==> src/hw/phy_test_pkg.sv <==
package phy_test_pkg;

  // ****************************************
  // Time base
  // ****************************************
  localparam int CLK_HZ         = 50_000_000;
  localparam int PULSE_HZ       = 5_000;
  localparam int PULSE_DUTY_PCT = 20;
  localparam int PULSE_CYC      = CLK_HZ / PULSE_HZ;
  localparam int PULSE_ON_CYC   = PULSE_CYC * PULSE_DUTY_PCT / 100;
  localparam int TICK_US        = 1_000;
  localparam int PULSE_PER_TICK = TICK_US * PULSE_HZ / 1_000_000;
  localparam int UNIT_MS        = 25;        // Blink slot, 1/16 of 2.5 Hz period
  localparam int STRETCH_MS     = 50;        // Shortest stretch, doubled per rate step

  // ****************************************
  // Counters and frame constants
  // ****************************************
  localparam int          GEN_PKT_LIMIT = 30_000_000;
  localparam logic [13:0] GOOD_MAX      = 14'h270f;
  localparam logic [7:0]  BAD_MAX       = 8'hff;
  localparam logic [7:0]  PREAMBLE      = 8'h55;
  localparam logic [7:0]  SFD           = 8'hd5;
  localparam logic [31:0] CRC_POLY      = 32'hedb88320;
  localparam logic [31:0] CRC_RESIDUE   = 32'hdebb20e3;
  localparam logic [2:0]  PRE_LEN       = 3'h7;

  // ****************************************
  // Indicator modes and speed codes
  // ****************************************
  localparam logic [3:0] MODE_LINK_ACT    = 4'h0;
  localparam logic [3:0] MODE_L1000_ACT   = 4'h1;
  localparam logic [3:0] MODE_L100_ACT    = 4'h2;
  localparam logic [3:0] MODE_L10_ACT     = 4'h3;
  localparam logic [3:0] MODE_L100_1000   = 4'h4;
  localparam logic [3:0] MODE_L10_1000    = 4'h5;
  localparam logic [3:0] MODE_L10_100     = 4'h6;
  localparam logic [3:0] MODE_DUPLEX_COL  = 4'h8;
  localparam logic [3:0] MODE_COLLISION   = 4'h9;
  localparam logic [3:0] MODE_ACTIVITY    = 4'ha;
  localparam logic [3:0] MODE_AN_FAULT    = 4'hc;
  localparam logic [3:0] MODE_FORCE_OFF   = 4'he;
  localparam logic [3:0] MODE_FORCE_ON    = 4'hf;
  localparam logic [1:0] SPD_10           = 2'h0;
  localparam logic [1:0] SPD_100          = 2'h1;
  localparam logic [1:0] SPD_1000         = 2'h2;

  typedef struct packed {
    logic       en;
    logic       er;
    logic [7:0] data;
  } stream_s;

  typedef struct packed {
    logic [3:0] mode;
    logic       combine_dis;
    logic       stretch_en;
    logic [1:0] rate;
  } led_cfg_s;

  typedef struct packed {
    logic [47:0] dst_addr;
    logic [47:0] src_addr;
    logic [11:0] size;        // Payload bytes
    logic [7:0]  gap;         // Idle bytes between frames
    logic        bad_fcs;
    logic        continuous;  // 0: stop after the packet limit
    logic        pat_incr;    // Incrementing payload instead of fixed byte
    logic [7:0]  pattern;
  } gen_cfg_s;

  typedef enum logic [2:0] {
    G_IDLE = 3'b000, G_PRE = 3'b001, G_DA = 3'b010, G_SA = 3'b011,
    G_LEN  = 3'b100, G_DATA = 3'b101, G_FCS = 3'b110, G_GAP = 3'b111
  } gen_state_e;

  typedef enum logic [1:0] {S_IDLE = 2'b00, S_ON = 2'b01, S_OFF = 2'b10} stretch_e;

endpackage : phy_test_pkg

==> src/hw/phy_led_and_test_logic.sv <==
`timescale 1ns/1ns
`default_nettype none
module phy_led_and_test_logic #(
  parameter int PULSE_CYC = phy_test_pkg::PULSE_CYC  // Cycles per 5 kHz period
) (
  input  wire logic                    clk_sys,         // System clock
  input  wire logic                    rst,             // Synchronous reset
  input  wire phy_test_pkg::led_cfg_s  led_cfg [4],     // Per-pin indicator setup
  input  wire logic                    led_invert,      // Flip asserted level
  input  wire logic                    led_pulsing_en,  // 5 kHz power-save pulsing
  input  wire logic                    act_tx_only,     // Activity mode shows tx only
  input  wire logic                    link_up,         // Link established
  input  wire logic [1:0]              link_speed,      // 0:10 1:100 2:1000
  input  wire logic                    full_duplex,     // Duplex of current link
  input  wire logic                    collision,       // Collision seen
  input  wire logic                    an_fault,        // Auto-negotiation fault
  output logic [3:0]                   indicator_outputs, // Indicator pins
  input  wire phy_test_pkg::stream_s   mac_tx,          // From MAC
  output phy_test_pkg::stream_s        mac_rx,          // To MAC
  input  wire phy_test_pkg::stream_s   media_rx,        // From partner
  output phy_test_pkg::stream_s        media_tx,        // To partner
  input  wire logic                    gen_en,          // Generator owns transmit
  input  wire logic                    gen_run_set,     // Pulse: start generator
  input  wire logic                    gen_run_clr,     // Pulse: stop generator
  input  wire phy_test_pkg::gen_cfg_s  gen_cfg,         // Generator frame setup
  output logic                         gen_run,         // Run bit state
  input  wire logic                    far_loop_en,     // Far-end loopback
  input  wire logic                    dig_loop_en,     // Near-end loopback
  input  wire logic                    rd_good,         // Pulse: read good count
  input  wire logic                    rd_bad,          // Pulse: read bad count
  input  wire logic                    rd_active,       // Pulse: read active bit
  output logic [13:0]                  good_count,      // Good packet count
  output logic [7:0]                   bad_count,       // Bad CRC or receive-error packet count
  output logic                         count_active     // Packet received flag
);

  // ****************************************
  // Shared time base
  // ****************************************
  logic [13:0] pre_cnt, next_pre_cnt;
  logic [2:0]  tick_cnt, next_tick_cnt;
  logic [4:0]  unit_cnt, next_unit_cnt;
  logic [3:0]  slot, next_slot;
  logic        ms_tick, unit_tick, pulse_on;

  // Five 5 kHz periods make a 1 ms tick, then 25 ms blink slots
  always_comb begin
    ms_tick       = (pre_cnt == 14'(PULSE_CYC - 1)) && (tick_cnt == 3'(phy_test_pkg::PULSE_PER_TICK - 1));
    unit_tick     = ms_tick && (unit_cnt == 5'(phy_test_pkg::UNIT_MS - 1));
    pulse_on      = pre_cnt < 14'(PULSE_CYC * phy_test_pkg::PULSE_DUTY_PCT / 100);
    next_pre_cnt  = (pre_cnt == 14'(PULSE_CYC - 1)) ? 14'h0 : pre_cnt + 14'h1;
    next_tick_cnt = tick_cnt;
    if (pre_cnt == 14'(PULSE_CYC - 1)) begin
      next_tick_cnt = ms_tick ? 3'h0 : tick_cnt + 3'h1;
    end
    next_unit_cnt = ms_tick ? (unit_tick ? 5'h0 : unit_cnt + 5'h1) : unit_cnt;
    next_slot     = unit_tick ? slot + 4'h1 : slot;
  end

  always_ff @(posedge clk_sys) begin
    if (rst) begin
      pre_cnt  <= 14'h0;
      tick_cnt <= 3'h0;
      unit_cnt <= 5'h0;
      slot     <= 4'h0;
    end else begin
      pre_cnt  <= next_pre_cnt;
      tick_cnt <= next_tick_cnt;
      unit_cnt <= next_unit_cnt;
      slot     <= next_slot;
    end
  end

  // ****************************************
  // Indicator pins
  // ****************************************
  logic s10, s100, s1000, act_evt;
  assign s10     = link_up && (link_speed == phy_test_pkg::SPD_10);
  assign s100    = link_up && (link_speed == phy_test_pkg::SPD_100);
  assign s1000   = link_up && (link_speed == phy_test_pkg::SPD_1000);
  assign act_evt = media_tx.en || (!act_tx_only && media_rx.en);

  for (genvar p = 0; p < 4; p++) begin : g_pin
    phy_test_pkg::stretch_e st, next_st;
    logic [8:0] st_cnt, next_st_cnt;
    logic       recent, next_recent, level, next_level;
    logic       prim, sec, sec_mode, shown, pattern;

    // Primary status and secondary event for the chosen mode
    always_comb begin
      prim     = 1'b0;
      sec      = 1'b0;
      sec_mode = 1'b0;
      unique case (led_cfg[p].mode)
        phy_test_pkg::MODE_LINK_ACT:   begin prim = link_up;       sec = act_evt; end
        phy_test_pkg::MODE_L1000_ACT:  begin prim = s1000;         sec = act_evt; end
        phy_test_pkg::MODE_L100_ACT:   begin prim = s100;          sec = act_evt; end
        phy_test_pkg::MODE_L10_ACT:    begin prim = s10;           sec = act_evt; end
        phy_test_pkg::MODE_L100_1000:  begin prim = s100 | s1000;  sec = act_evt; end
        phy_test_pkg::MODE_L10_1000:   begin prim = s10 | s1000;   sec = act_evt; end
        phy_test_pkg::MODE_L10_100:    begin prim = s10 | s100;    sec = act_evt; end
        phy_test_pkg::MODE_DUPLEX_COL: begin
          prim = link_up && full_duplex;
          sec  = link_up && !full_duplex && collision;
        end
        phy_test_pkg::MODE_COLLISION:  begin sec = collision; sec_mode = 1'b1; end
        phy_test_pkg::MODE_ACTIVITY:   begin sec = act_evt;   sec_mode = 1'b1; end
        phy_test_pkg::MODE_AN_FAULT:   prim = an_fault;
        phy_test_pkg::MODE_FORCE_ON:   prim = 1'b1;
        default:                       prim = 1'b0;
      endcase
      // Event modes always show events; others only combined
      if (!sec_mode && (led_cfg[p].combine_dis || !prim)) begin
        sec = 1'b0;
      end
    end

    // Stretch sequencer and blink activity memory
    always_comb begin
      next_st     = st;
      next_st_cnt = st_cnt;
      next_recent = recent;
      if (unit_tick) begin
        next_recent = 1'b0;
      end
      if (sec) begin
        next_recent = 1'b1; // Event in the clearing cycle still counts
      end
      unique case (st)
        phy_test_pkg::S_IDLE: begin
          if (sec) begin
            next_st     = phy_test_pkg::S_ON;
            next_st_cnt = 9'(phy_test_pkg::STRETCH_MS << led_cfg[p].rate);
          end
        end
        phy_test_pkg::S_ON, phy_test_pkg::S_OFF: begin
          if (ms_tick) begin
            next_st_cnt = st_cnt - 9'h1;
            if (st_cnt == 9'h1) begin
              next_st     = (st == phy_test_pkg::S_ON) ? phy_test_pkg::S_OFF : phy_test_pkg::S_IDLE;
              next_st_cnt = 9'(phy_test_pkg::STRETCH_MS << led_cfg[p].rate);
            end
          end
        end
        default: next_st = phy_test_pkg::S_IDLE;
      endcase
      // Blink slot bit: rate 0 toggles every 200 ms, rate 3 every 25 ms
      pattern    = led_cfg[p].stretch_en ? (st == phy_test_pkg::S_ON)
                   : (recent && !slot[3 - led_cfg[p].rate]);
      shown      = (sec || recent || st != phy_test_pkg::S_IDLE) && (sec_mode || !led_cfg[p].combine_dis)
                   && (sec_mode || prim) && (st != phy_test_pkg::S_IDLE || recent) ? pattern : prim;
      next_level = shown && (!led_pulsing_en || pulse_on);
    end

    always_ff @(posedge clk_sys) begin
      if (rst) begin
        st     <= phy_test_pkg::S_IDLE;
        st_cnt <= 9'h0;
        recent <= 1'b0;
        level  <= 1'b0;
      end else begin
        st     <= next_st;
        st_cnt <= next_st_cnt;
        recent <= next_recent;
        level  <= next_level;
      end
    end

    assign indicator_outputs[p] = level ^ !led_invert;
  end

  // ****************************************
  // CRC helper
  // ****************************************
  function automatic logic [31:0] crc_step(input logic [31:0] c, input logic [7:0] d);
    logic [31:0] r;
    r = c;
    for (int i = 0; i < 8; i++) begin
      r = (r[0] ^ d[i]) ? ((r >> 1) ^ phy_test_pkg::CRC_POLY) : (r >> 1);
    end
    return r;
  endfunction : crc_step

  // ****************************************
  // Packet generator
  // ****************************************
  phy_test_pkg::gen_state_e gst, next_gst;
  logic [11:0] gcnt, next_gcnt;
  logic [31:0] gcrc, next_gcrc;
  logic [24:0] gpkts, next_gpkts;
  logic        next_gen_run;
  phy_test_pkg::stream_s gout;

  // Byte sequencer; CRC runs over address, length and payload only
  always_comb begin
    next_gst     = gst;
    next_gcnt    = gcnt + 12'h1;
    next_gcrc    = gcrc;
    next_gpkts   = gpkts;
    next_gen_run = gen_run;
    gout         = '{en: 1'b1, er: 1'b0, data: phy_test_pkg::PREAMBLE};
    unique case (gst)
      phy_test_pkg::G_IDLE: begin
        gout.en   = 1'b0;
        next_gcnt = 12'h0;
        next_gcrc = 32'hffffffff;
        if (gen_run) next_gst = phy_test_pkg::G_PRE;
      end
      phy_test_pkg::G_PRE: begin
        if (gcnt == 12'(phy_test_pkg::PRE_LEN)) begin
          gout.data = phy_test_pkg::SFD;
          next_gst  = phy_test_pkg::G_DA;
          next_gcnt = 12'h0;
        end
      end
      phy_test_pkg::G_DA, phy_test_pkg::G_SA, phy_test_pkg::G_LEN, phy_test_pkg::G_DATA: begin
        unique case (gst)
          phy_test_pkg::G_DA:  gout.data = gen_cfg.dst_addr[8'(47 - 8 * gcnt) -: 8];
          phy_test_pkg::G_SA:  gout.data = gen_cfg.src_addr[8'(47 - 8 * gcnt) -: 8];
          phy_test_pkg::G_LEN: gout.data = gcnt[0] ? gen_cfg.size[7:0] : {4'h0, gen_cfg.size[11:8]};
          default: gout.data = gen_cfg.pat_incr ? gcnt[7:0] : gen_cfg.pattern;
        endcase
        next_gcrc = crc_step(gcrc, gout.data);
        if ((gst == phy_test_pkg::G_LEN && gcnt == 12'h1)
            || (gst == phy_test_pkg::G_DATA && gcnt == gen_cfg.size - 12'h1)
            || (gst < phy_test_pkg::G_LEN && gcnt == 12'h5)) begin
          next_gst  = phy_test_pkg::gen_state_e'(gst + 3'h1);
          next_gcnt = 12'h0;
          if (gst == phy_test_pkg::G_LEN && gen_cfg.size == 12'h0) next_gst = phy_test_pkg::G_FCS;
        end
      end
      phy_test_pkg::G_FCS: begin
        gout.data = gen_cfg.bad_fcs ? gcrc[7:0] : ~gcrc[7:0];
        next_gcrc = gcrc >> 8;
        if (gcnt == 12'h3) begin
          next_gst   = phy_test_pkg::G_GAP;
          next_gcnt  = 12'h0;
          next_gpkts = gpkts + 25'h1;
          if (!gen_cfg.continuous && gpkts == 25'(phy_test_pkg::GEN_PKT_LIMIT - 1)) begin
            next_gen_run = 1'b0;
            next_gpkts   = 25'h0;
          end
        end
      end
      phy_test_pkg::G_GAP: begin
        gout.en = 1'b0;
        if (gcnt >= {4'h0, gen_cfg.gap}) next_gst = phy_test_pkg::G_IDLE;
      end
      default: next_gst = phy_test_pkg::G_IDLE;
    endcase
    if (gen_run_clr) next_gen_run = 1'b0;
    if (gen_run_set) begin
      next_gen_run = 1'b1;
      next_gpkts   = 25'h0;
    end
    if (!gen_en) next_gst = phy_test_pkg::G_IDLE;
  end

  always_ff @(posedge clk_sys) begin
    if (rst) begin
      gst     <= phy_test_pkg::G_IDLE;
      gcnt    <= 12'h0;
      gcrc    <= 32'hffffffff;
      gpkts   <= 25'h0;
      gen_run <= 1'b0;
    end else begin
      gst     <= next_gst;
      gcnt    <= next_gcnt;
      gcrc    <= next_gcrc;
      gpkts   <= next_gpkts;
      gen_run <= next_gen_run;
    end
  end

  // ****************************************
  // Data paths and receive counters
  // ****************************************
  phy_test_pkg::stream_s next_mac_rx, next_media_tx;
  logic        in_frame, next_in_frame, rx_err, next_rx_err;
  logic [31:0] rcrc, next_rcrc;
  logic [13:0] next_good;
  logic [7:0]  next_bad;
  logic        next_active, done, ok;

  // Loopback has priority over the generator, near end over far end
  always_comb begin
    next_media_tx = mac_tx;
    if (gen_en) next_media_tx = gout;
    if (far_loop_en) next_media_tx = media_rx;
    if (dig_loop_en) next_media_tx = '0;
    next_mac_rx = dig_loop_en ? mac_tx : media_rx;
  end

  // Frame check on media receive, one counter per frame
  always_comb begin
    next_in_frame = in_frame;
    next_rx_err   = rx_err;
    next_rcrc     = rcrc;
    done          = in_frame && !media_rx.en;
    ok            = (rcrc == phy_test_pkg::CRC_RESIDUE) && !rx_err;
    if (media_rx.en && !in_frame && media_rx.data == phy_test_pkg::SFD) begin
      next_in_frame = 1'b1;
      next_rx_err   = media_rx.er;
      next_rcrc     = 32'hffffffff;
    end else if (media_rx.en && in_frame) begin
      next_rcrc   = crc_step(rcrc, media_rx.data);
      next_rx_err = rx_err || media_rx.er;
    end else if (done) begin
      next_in_frame = 1'b0;
    end
    // Read clears first so a frame ending in the same cycle is kept
    next_good   = rd_good ? 14'h0 : good_count;
    next_bad    = rd_bad ? 8'h0 : bad_count;
    next_active = rd_active ? 1'b0 : count_active;
    if (done) begin
      next_active = 1'b1;
      if (ok) begin
        next_good = (next_good == phy_test_pkg::GOOD_MAX) ? 14'h0 : next_good + 14'h1;
      end else if (next_bad != phy_test_pkg::BAD_MAX) begin
        next_bad = next_bad + 8'h1;
      end
    end
  end

  always_ff @(posedge clk_sys) begin
    if (rst) begin
      mac_rx       <= '0;
      media_tx     <= '0;
      in_frame     <= 1'b0;
      rx_err       <= 1'b0;
      rcrc         <= 32'hffffffff;
      good_count   <= 14'h0;
      bad_count    <= 8'h0;
      count_active <= 1'b0;
    end else begin
      mac_rx       <= next_mac_rx;
      media_tx     <= next_media_tx;
      in_frame     <= next_in_frame;
      rx_err       <= next_rx_err;
      rcrc         <= next_rcrc;
      good_count   <= next_good;
      bad_count    <= next_bad;
      count_active <= next_active;
    end
  end

endmodule : phy_led_and_test_logic
`default_nettype wire

==> config.mk <==
export PLATFORM = sky130hd
export DESIGN_NAME = phy_led_and_test_logic
export DESIGN_NICKNAME = d
export VERILOG_FILES = /design/src/hw/phy_test_pkg.sv /design/src/hw/phy_led_and_test_logic.sv
export SDC_FILE = /design/constraint.sdc
export NUM_CORES = 1
export LEC_CHECK = 0
export ABC_CLOCK_PERIOD_IN_PS = 3800
export BUFFER_PORTS_ARGS = -buffer_cell sky130_fd_sc_hd__clkbuf_2
export CAP_MARGIN = 20
export CORE_ASPECT_RATIO = 1.1
export CORE_MARGIN = 1
export CORE_UTILIZATION = 52
export CTS_CLUSTER_DIAMETER = 200
export CTS_CLUSTER_SIZE = 8
export DETAILED_ROUTE_END_ITERATION = 6
export GPL_ROUTABILITY_DRIVEN = 0
export PLACE_DENSITY = 0.78
export SYNTH_ARGS = -nofsm -noshare
export SYNTH_HDL_FRONTEND = slang
export SYNTH_SLANG_ARGS = --single-unit
==> constraint.sdc <==
create_clock -name clk_sys -period 3.8 [get_ports clk_sys]
set_clock_uncertainty 0.2 [all_clocks]
set_input_delay 0.38 -clock clk_sys [delete_from_list [all_inputs] [get_ports clk_sys]]
set_output_delay 0.38 -clock clk_sys [all_outputs]
set_load 0.1 [all_outputs]
==> summary.txt, run 1 <==
Routing
  • DR iter-0 viols: 1095
  • WL/cell: 17.0 um
  • Overall routed net length: 42.3 mm
  • First-pass detailed-route iteration total: 6
  • Via count: 14630
  • Post-route ant nets: 0
  • Residual DRC count: 0
  • Vias per inst: 5.87

Min path
  • Hold Path Class: primary input to flop
  • Hold path depth: 3

Timing
  • Worst Max-Slew Pin Slew: 1.01 ns
  • Final setup viols: 0
  • Hold Vio Cnt, Final: 0
  • Tmin final: 3.64 ns
  • Max-Slew Margin vs Limit: 32.2%
  • Period utilization: 95.7%
  • PnR worst setup slack: 0.163 ns
  • Final max-slew violation count: 0
  • Max frequency: 275 MHz

Floorplan
  • Starting Density: 52.8%
  • DIE AREA: 29700 um2
  • Num rows: 65
  • Core box area: 28600 um2
  • Die Span X: 164 um
  • Top-Level Pins: 246
  • Die height: 181 um

Pwr
  • Pwr/cell area: 443 nW/um2
  • P_leak: 7.33 nW
  • Maximum vdd drop: 0.306 mV

Yosys
  • Synth async-reset ratio: 0%
  • Post-synth EDFFs: 0
  • Post-Syn Area: 15100 um2
  • Netlist cell types: 78
  • Main flop type after synthesis: dfxtp_1
  • Post-Synth XOR/XNOR Area: 13.1%
  • Mapped Nets: 2139
  • Mux contribution to synthesized area: 6.25%
  • Post-synthesis sequential area ratio: 30.2%
  • Compound-Gate Fraction of Synth Area: 18.0%
  • Flops & latches, synth: 228
  • Avg Cell Area, Syn: 8.06 um2
  • Syn Inst Count: 1875
  • Synth warnings: 0
  • Simple-Gate Fraction of Synth Area: 22.5%
  • Post-synthesis adder-cell area fraction: 5.47%
  • Main combinational cell family by area after synthesis: simple AND/OR/NAND/NOR gates

Layout
  • Synth-to-layout area growth: 18.4%
  • Final core occ: 62.5%
  • Layout Nets: 2385
  • Diodes inserted: 0
  • Ratio of cells with drive above 1 in the final layout: 17.7%

Critical path
  • Max FO, Critical Path: 23
  • Critical Path End Type: flop
  • Crit path kind: flop to flop
  • Req. time, crit path: 3.97 ns
  • Worst reg2reg path depth: 14
  • Worst Setup Start Kind: flop
  • Crit-path slowest cell: xnor2_1
  • Worst-path cell chain: ha_1, ha_4, buf_6, and2b_2, a22oi_1, o211ai_1, o221ai_2, xor2_2, buf_4, xnor2_2, xnor2_1, xor2_1, o21a_1, o21ai_1
  • CP peak stage delay: 0.36 ns
  • Worst path arrival time: 3.80 ns

Clocking
  • Clk buf depth: 3
  • Max H-tree Level: 2
  • CTS buffer count: 34
  • Clock Tree Root: clkbuf_16
  • CTS clk-pin slew, worst paths: 0.05 ns
  • TritonCTS clock tree: done
  • Clk sinks: 228
  • Clk_lat worst skew: 0.51 ns

Global route
  • Grt total ovfl: 0
  • Total GRT Usage: 27.9%
  • First-pass GRT wire length: 67.7 mm
  • Antenna violations before repair: 1
  • Vias in the first global route: 13965
  • Largest net degree at the start of global routing: 71

Placement
  • DP Worst Slack: -0.0327 ns
  • DP HPWL: 31.1 mm
  • Number of port buffers: 245

Job
  • Max-cap violations: 0

Status
  • Status: finished clean
[worst max-delay path: cells and delay by family, from the launching register on]
kind	cells	cell delay, ns
XOR/XNOR	4	0.87
AO/OA/AOI/OAI	5	0.83
adder cells (fa/ha/maj)	2	0.53
buffers and inverters	2	0.44
flip-flops	1	0.34
AND/OR/NAND/NOR	1	0.28
[per-stage QoR]
step	TNS (ns)	cell area, um2	total power [mW]	instances	hold WS [ns]
floorplan	0	15100	4.55	1875	0.213
global placement	0	16600	5.05	2426	0.228
detailed placement	-0.125	16600	5.12	2426	0.247
CTS	0	17800	7.92	2484	0.00968
global route	-0.165	17900	8.34	2491	0.0500
finish	0	17900	7.92	2491	0.0262
[cell usage after synthesis (6+ instances only)]
library cell  count  share of area [%]
and3_1           15               0.62
xor2_1           87                5.0
a22oi_1          13               0.65
a21oi_1         154                5.1
nor3b_1          11               0.55
a21o_1            9               0.45
o22ai_1          16               0.66
buf_2             6               0.20
nor4bb_1          8               0.53
nand4_1          31                1.3
o221ai_1          7               0.41
xnor2_1         111                6.4
or2_2            14               0.58
o21ai_0         109                3.6
mux4_1            9                1.6
inv_1            60                1.5
or4_1             6               0.30
ha_1             66                5.5
nand3_1          49                1.6
a22o_1            6               0.35
nor2_1          197                4.9
o211ai_1         44                2.2
nand2_1         180                4.5
nand2b_1         31                1.3
nor2b_1          31                1.3
and2_1           10               0.41
nor3_1           50                1.7
a211oi_1         14               0.70
or3_1            15               0.62
dfxtp_1         228                 30
xnor2_2           8               0.86
nor4_1           13               0.54
nand3b_1          8               0.40
clkbuf_1         80                2.0
mux2i_1          55                3.6
a31oi_1          15               0.62
[worst paths after layout]
path	from	endpoint	slack (ns)
max reg2reg	gst[0]	gcrc[21]	0.16
max	gst[0]	gcrc[21]	0.16
min reg2reg	pre_cnt[0]	pre_cnt[0]	0.25
min	media_rx[0]	media_tx[0]	0.03
[per-layer routing]
layer / part of all wire [%] / vias to the layer above / GRT usage, % / wire length (um)
met5: 0.028 / - / 0 / 12
met3: 6.3 / 114 / 4.06 / 2670
met2: 48 / 595 / 48.6 / 20400
met4: 4.7 / 2 / 14.1 / 2010
met1: 41 / 6808 / 33.1 / 17200
li1: - / 7111 / - / -
[what timing repair did]
item | 4_1_cts | 5_1_grt
endpoints found under the hold margin | 18 | 0
gates resized for setup | 1 | 3
buffers inserted | 0 | 6
hold buffers | 20 | 0
pin swaps | 0 | 5
endpoints found under the setup margin | 6 | 20
[cell type report]
cell class | count | area [um2]
Tap cell | 368 | 460
Fill cell | 2415 | 10700
Multi-Input combinational cell | 1486 | 9890
Sequential cell | 228 | 4570
Inverter | 61 | 229
Clock inverter | 3 | 58.8
Clock buffer | 35 | 876
Timing Repair Buffer | 310 | 1800
[sequential cells by signal, summed over array words and instances (netlist names), 8 cells and up]
name / count
media_tx: 10
gpkts: 25
good_count: 14
rcrc: 32
pre_cnt: 14
g_pin.st: 8
g_pin.st_cnt: 36
mac_rx: 10
gcnt: 12
gcrc: 32
bad_count: 8
[cells in the final DEF, fill, tap and decap left out, types with 7 or more instances in the layout]
| cell type | n |
|---|---|
| nand3_1 | 49 |
| o221ai_1 | 7 |
| clkbuf_16 | 35 |
| xor2_1 | 87 |
| inv_1 | 60 |
| a211oi_1 | 14 |
| o22ai_1 | 16 |
| nor2b_1 | 31 |
| a21o_1 | 9 |
| and2_1 | 10 |
| dlygate4sd3_1 | 20 |
| nor2_1 | 197 |
| o21ai_0 | 109 |
| a21oi_1 | 154 |
| o211ai_1 | 44 |
| buf_4 | 43 |
| nand4_1 | 31 |
| clkbuf_2 | 244 |
| dfxtp_1 | 227 |
| mux2i_1 | 55 |
| nor4_1 | 13 |
| a22oi_1 | 13 |
| nor3_1 | 50 |
| nor3b_1 | 11 |
| and3_1 | 15 |
| or3_1 | 15 |
| or2_2 | 14 |
| xnor2_1 | 110 |
| nor4bb_1 | 8 |
| nand3b_1 | 8 |
| ha_1 | 65 |
| xnor2_2 | 8 |
| nand2_1 | 180 |
| nand2b_1 | 31 |
| a31oi_1 | 15 |
| mux4_1 | 9 |
[kinds of logic (layout without fill, tap and decap cells)]
kind of cell / count (synthesis) / count (layout)
AND/OR/NAND/NOR: 693 / 693
AO/OA/AOI/OAI: 442 / 442
XOR/XNOR: 212 / 212
multiplexers: 73 / 73
flip-flops: 228 / 228
buffers and inverters: 161 / 409
adder cells (fa/ha/maj): 66 / 66
[power breakdown]
group          internal, mW  leakage (nW)  switching (mW)
logic                 0.996          5.02            1.48
registers              2.55          1.85           0.142
clock network          1.70         0.460            1.06
total                  5.24          7.33            2.68
No activity file was read; power rests on OpenSTA's default activity.
==> run 2: changes to the inputs <==
--- a/config.mk
+++ b/config.mk
@@ -10,12 +10,12 @@
 export CAP_MARGIN = 20
 export CORE_ASPECT_RATIO = 1.1
 export CORE_MARGIN = 1
-export CORE_UTILIZATION = 52
+export CORE_UTILIZATION = 25
 export CTS_CLUSTER_DIAMETER = 200
 export CTS_CLUSTER_SIZE = 8
 export DETAILED_ROUTE_END_ITERATION = 6
 export GPL_ROUTABILITY_DRIVEN = 0
-export PLACE_DENSITY = 0.78
+export PLACE_DENSITY = 0.44
 export SYNTH_ARGS = -nofsm -noshare
 export SYNTH_HDL_FRONTEND = slang
 export SYNTH_SLANG_ARGS = --single-unit
==> run 2 against run 1 <==
Effect of this change: register-to-register slack improved by 0.06 ns; first-iteration DRC count decreased by 46%; flip-flop and latch count unchanged; via count shrank 1.5%; largest power group unchanged; highest routed layer is now met4; wire length grew 16%; die area grew 110%; largest cell class unchanged; design area increased by 4.1%.
==> summary.txt, run 2 (synthesis results as in run 1) <==
Timing
  • Period utilization: 94.2% (-1.5 points)
  • Final setup viols: 0 (unchanged)
  • Setup TNS: 0 ns (unchanged)
  • Hold Vio Cnt, Final: 0 (unchanged)
  • Max-Slew Margin vs Limit: 42.3% (+10 points)
  • Worst Max-Slew Pin Slew: 0.866 ns (-0.146 ns)
  • Hold Slack: 0.0384 ns (+0.0122 ns)
  • Tmin final: 3.58 ns (-0.0576 ns)
  • PnR worst setup slack: 0.221 ns (+0.0576 ns)
  • Final max-slew violation count: 0 (unchanged)
  • RSZ-0062 raised after global routing: false
  • Max frequency: 279 MHz (+1.6%)

Critical path
  • Crit path kind: flop to flop
  • R2r endpoint: gcrc[23]
  • RR Startpoint: gst[0]
  • Worst reg2reg path depth: 14 (unchanged)
  • Req. time, crit path: 4.00 ns (+0.03 ns)
  • Flop-to-flop setup slack: 0.22 ns (+0.06 ns)
  • Max FO, Critical Path: 15 (-35%)
  • Worst Setup Start Kind: flop
  • CP Launch Point: gst[0]
  • Worst path arrival time: 3.78 ns (-0.02 ns)
  • Critical Path End Type: flop

Pwr
  • P_sw: 2.80 mW (+4.6%)
  • Net Sw Frac: 34.7% (+0.81 points)
  • Reg power frac: 33.1% (-0.9 points)
  • P_leak: 7.46 nW (+1.7%)
  • Combinational share of power: 31.8% (+0.5 points)
  • Maximum vdd drop: 0.274 mV (-10%)
  • Pint: 5.29 mW (+0.90%)
  • Total power: 8.09 mW (+2.2%)
  • Pwr/cell area: 435 nW/um2 (-1.9%)
  • Clk network pwr share: 35.1% (+0.3 points)

Min path
  • Hold path depth: 2 (-1)
  • HP Start: rst
  • Hold Path Class: primary input to flop
  • Hold Path End: mac_rx[0]

Routing
  • WL/cell: 16.8 um (-0.97%)
  • Overall routed net length: 49.1 mm (+16%)
  • Vias per inst: 4.93 (-16%)
  • DR iter-0 viols: 595 (-46%)
  • Via count: 14407 (-1.5%)
  • Post-route ant nets: 0 (unchanged)
  • Residual DRC count: 0 (unchanged)
  • First-pass detailed-route iteration total: 5 (-1)

Placement
  • DP HPWL: 36.9 mm (+19%)
  • DP Worst Slack: 0.0278 ns (+0.0606 ns)
  • Number of port buffers: 245 (unchanged)

Global route
  • Total GRT Usage: 15.6% (-12 points)
  • First-pass GRT wire length: 76.7 mm (+13%)
  • Largest net degree at the start of global routing: 70 (-1.4%)
  • Vias in the first global route: 14008 (+0.31%)
  • Antenna violations before repair: 0 (-1)
  • Grt total ovfl: 0 (unchanged)

Clocking
  • Clock Tree Root: clkbuf_16
  • Clk sinks: 228 (unchanged)
  • Max H-tree Level: 2 (unchanged)
  • TritonCTS clock tree: done
  • CTS buffer count: 34 (unchanged)
  • Clk buf depth: 3 (unchanged)
  • Clk_lat worst skew: 0.54 ns (+0.03 ns)
  • CTS clk-pin slew, worst paths: 0.05 ns (about the same)

Layout
  • Diodes inserted: 0 (unchanged)
  • Final core occ: 31.2% (-31 points)
  • Number of flip-flops under the largest register name: 36 (unchanged)
  • Most flops, register: g_pin.st_cnt
  • Ratio of cells with drive above 1 in the final layout: 18.2% (+0.58 points)
  • Commonest non-fill, non-tap cell in the layout: clkbuf_2
  • Synth-to-layout area growth: 23.2%
  • Largest regs: g_pin.st_cnt (36), gcrc (32), rcrc (32)
  • Layout Nets: 2416 (+1.3%)
  • Most frequent cells in the layout: 244 x clkbuf_2, 227 x dfxtp_1, 197 x nor2_1

Job
  • Max-cap violations: 0 (unchanged)

Floorplan
  • Die height: 260 um (+44%)
  • Num rows: 94 (+45%)
  • Die Span X: 236 um (+44%)
  • Starting Density: 25.3% (-27 points)
  • Core box area: 59700 um2 (+110%)
  • Top-Level Pins: 246 (unchanged)
  • DIE AREA: 61400 um2 (+110%)

Status
  • Status: finished clean
## run 2: cell types whose count changed in the layout (fill, tap and decap cells not counted)
cell	change
dlygate4sd3_1	+13
buf_4	+20
xnor2_4	-1
buf_16	-1
buf_6	-1
xnor2_2	+1
## run 2: timing repair
| item | 4_1_cts | 5_1_grt |
|---|---|---|
| hold endpoints to repair | 27 | 0 |
| buffers inserted | 0 | 2 |
| hold buffers | 33 | 0 |
| gates resized for setup | 0 | 2 |
| endpoints found under the setup margin | 0 | 17 |
## run 2: worst max path at each step
stage / cells after the start / slack, ns / to
2_1_floorplan: 14 / 0.09 / gcrc[25]
3_3_place_gp: 13 / 0.12 / gcrc[23]
3_5_place_dp: 13 / 0.03 / gcrc[23]
4_1_cts: 13 / 0.03 / gcrc[20]
5_1_grt: 12 / 0.002 / gcrc[19]
6_report: 14 / 0.22 / gcrc[23]
## run 2: layer usage
layer	up-vias	global-route usage (%)	part of all wire, %
li1	7169	-	-
met1	6696	18.6	43
met2	441	26.8	47
met3	101	2.51	4.9
met4	0	8.41	4.8
met5	-	0	0
## run 2: layout make-up
type	count	area, um2
flip-flops and latches	228	4570
multi-input cells	1486	9880
well taps	768	961
repair buffers	341	2040
clock buffers	35	876
clock inverters	3	58.8
inverters	61	229
fillers	6365	41100
## run 2: power groups by stage
| stage | sequential [mW] | clock (mW) | combinational, mW |
|---|---|---|---|
| after detailed placement | 2.73 | 0 | 2.53 |
| after CTS | 2.68 | 2.96 | 2.57 |
| final | 2.68 | 2.84 | 2.57 |
| after global routing | 2.71 | 3.03 | 2.85 |
| after global placement | 2.73 | 0 | 2.50 |
| after floorplan | 2.79 | 0 | 1.76 |
## run 2: through the flow
| step | instance area, um2 | cells |
|---|---|---|
| after floorplan | 15100 | 1875 |
| after detailed placement | 17300 | 2848 |
| after global placement | 17300 | 2848 |
| final | 18600 | 2922 |
| after CTS | 18600 | 2919 |
| after global routing | 18600 | 2922 |
## run 2: worst max-delay path, cell delays in order (launching register included)
cell and delay, ns:
dfxtp_1 0.33, ha_1 0.21, ha_4 0.27, buf_4 0.28, and2b_2 0.28, a22oi_1 0.18, o211a_1 0.18, a222oi_1 0.06
buf_4 0.18, xnor2_1 0.31, xnor2_2 0.17, xor2_2 0.19, xnor2_2 0.33, xnor2_1 0.16, o211ai_1 0.10
==> run 3: changes to the inputs <==
--- a/config.mk
+++ b/config.mk
@@ -15,7 +15,7 @@
 export CTS_CLUSTER_SIZE = 8
 export DETAILED_ROUTE_END_ITERATION = 6
 export GPL_ROUTABILITY_DRIVEN = 0
-export PLACE_DENSITY = 0.44
+export PLACE_DENSITY = 0.54
 export SYNTH_ARGS = -nofsm -noshare
 export SYNTH_HDL_FRONTEND = slang
 export SYNTH_SLANG_ARGS = --single-unit
==> run 3 against run 2 <==
Effect of this change: cell count shrank 0.41%; setup slack lost 0.067 ns; fmax shrank 1.8%; sequential share of layout area grew 0.14 points; critical path depth shrank 2.
==> summary.txt, run 3 (synthesis results as in run 1) <==
Layout
  • Most frequent cells in the layout: 244 x clkbuf_2, 227 x dfxtp_1, 197 x nor2_1
  • Ratio of cells with drive above 1 in the final layout: 18.0% (-0.27 points)
  • Largest regs: g_pin.st_cnt (36), gcrc (32), rcrc (32)
  • Commonest non-fill, non-tap cell in the layout: clkbuf_2
  • Diodes inserted: 0 (unchanged)
  • Area of the multi-input gates: 9880 um2 (about the same)
  • Fillers: 6270 (-1.5%)
  • Number of flip-flops under the largest register name: 36 (unchanged)
  • Final core occ: 31.0% (-0.17 points)
  • Cell area after layout: 18500 um2 (-0.56%)
  • Register area: 4570 um2 (unchanged)
  • Finished Layout Cells: 2910 (-0.41%)
  • Most flops, register: g_pin.st_cnt
  • Layout Nets: 2404 (-0.50%)
  • Synth-to-layout area growth: 22.5%

Floorplan
  • Top-Level Pins: 246 (unchanged)
  • Die height: 260 um (unchanged)
  • Die Span X: 236 um (unchanged)
  • Starting Density: 25.3% (unchanged)
  • DIE AREA: 61400 um2 (unchanged)
  • Core box area: 59700 um2 (unchanged)
  • Num rows: 94 (unchanged)

Global route
  • Grt total ovfl: 0 (unchanged)
  • Antenna violations before repair: 2 (+2)
  • First-pass GRT wire length: 75.9 mm (-0.99%)
  • Vias in the first global route: 14301 (+2.1%)
  • Total GRT Usage: 15.4% (-0.26 points)
  • Largest net degree at the start of global routing: 70 (unchanged)

Critical path
  • Req. time, crit path: 4.00 ns (about the same)
  • Worst Setup Start Kind: flop
  • Max FO, Critical Path: 9 (-6)
  • Crit path kind: flop to flop
  • Worst path arrival time: 3.85 ns (+0.07 ns)
  • Critical Path End Type: flop

Routing
  • Via count: 14519 (+0.78%)
  • Residual DRC count: 0 (unchanged)
  • Vias per inst: 4.99 (+1.2%)
  • Overall routed net length: 48.1 mm (-2.2%)
  • DR iter-0 viols: 859 (+44%)
  • Post-route ant nets: 0 (unchanged)
  • First-pass detailed-route iteration total: 5 (unchanged)
  • WL/cell: 16.5 um (-1.8%)

Timing
  • RSZ-0062 raised after global routing: false
  • Max frequency: 274 MHz (-1.8%)
  • Hold Vio Cnt, Final: 0 (unchanged)
  • Worst Max-Slew Pin Slew: 0.993 ns (+0.128 ns)
  • Max-Slew Margin vs Limit: 33.5% (-8.8 points)
  • Setup TNS: 0 ns (unchanged)
  • Final setup viols: 0 (unchanged)
  • Tmin final: 3.65 ns (+0.0670 ns)
  • Final max-slew violation count: 0 (unchanged)
  • Hold Slack: 0.0454 ns (+0.00701 ns)
  • Period utilization: 96.0% (+1.8 points)
  • PnR worst setup slack: 0.154 ns (-0.0670 ns)

Min path
  • Hold Path Class: primary input to flop

Clocking
  • Clk sinks: 228 (unchanged)
  • TritonCTS clock tree: done
  • CTS clk-pin slew, worst paths: 0.06 ns (about the same)
  • Clk buf depth: 3 (unchanged)
  • Clk_lat worst skew: 0.54 ns (about the same)
  • Clock Tree Root: clkbuf_16
  • Max H-tree Level: 2 (unchanged)
  • CTS buffer count: 34 (unchanged)

Status
  • Status: finished clean

Placement
  • Placed inst area: 17200 um2 (-0.42%)
  • DP Worst Slack: -0.0302 ns (-0.0581 ns)
  • Number of port buffers: 245 (unchanged)
  • Placed cells: 2840 (-0.28%)
  • DP HPWL: 36.3 mm (-1.6%)

Pwr
  • Maximum vdd drop: 0.246 mV (-10%)
  • P_leak: 7.40 nW (-0.79%)
  • Total power: 8.02 mW (-0.91%)
  • Pwr/cell area: 433 nW/um2 (-0.36%)

Job
  • Max-cap violations: 0 (unchanged)
run 3: cell types whose count changed in the layout (fill, tap and decap cells not counted):
cell / previous run / this run
buf_4: 63 / 55
dlygate4sd3_1: 33 / 30
o22ai_2: 0 / 1
buf_12: 1 / 0
o22ai_1: 16 / 15
run 3: timing repair:
item                       in CTS  in global routing
setup endpoints to repair       4                 16
resized for setup               0                  3
hold endpoints to repair       23                  0
hold buffers                   30                  0
pin swaps                       2                  0
gates cloned                    0                  0
buffers inserted                2                  0
run 3: worst paths after layout:
check / from / slack, ns / end / cells after the start
worst max-delay path: gst[0] / 0.15 / gcrc[19] / 12
worst min-delay path: led_cfg[18] / 0.05 / g_pin[1].level / 5
worst max register to register: gst[0] / 0.15 / gcrc[19] / 12
worst min register to register: pre_cnt[0] / 0.25 / pre_cnt[0] / 1
run 3: cell type report:
cell class / instances / area share (%)
Multi-Input combinational cell: 1486 / 53.4
Sequential cell: 228 / 24.7
Timing Repair Buffer: 329 / 10.5
Tap cell: 768 / 5.19
Clock buffer: 35 / 4.73
Inverter: 61 / 1.24
Clock inverter: 3 / 0.318
run 3: layer usage:
layer	vias to the layer above	part of all wire [%]	global-route usage, %
met3	129	6.2	3.53
met4	0	6.0	9.38
met1	6762	40	17.0
met2	492	48	26.7
met5	-	0	0
li1	7136	-	-
run 3: where the power goes:
group	total, mW	switching (mW)	internal, mW
Combinational	2.50	1.49	1.01
Sequential	2.69	0.143	2.55
Clock	2.83	1.13	1.70
run 3: worst max-delay path, cell delays in order (launching register included):
cell and delay, ns:
dfxtp_1 0.34, ha_1 0.24, ha_4 0.26, mux4_1 0.58, a22o_1 0.21, o22ai_1 0.12
a22oi_1 0.14, xnor2_2 0.43, xnor2_2 0.22, xor2_2 0.21, xnor2_2 0.31, xnor2_1 0.16
o211ai_1 0.09
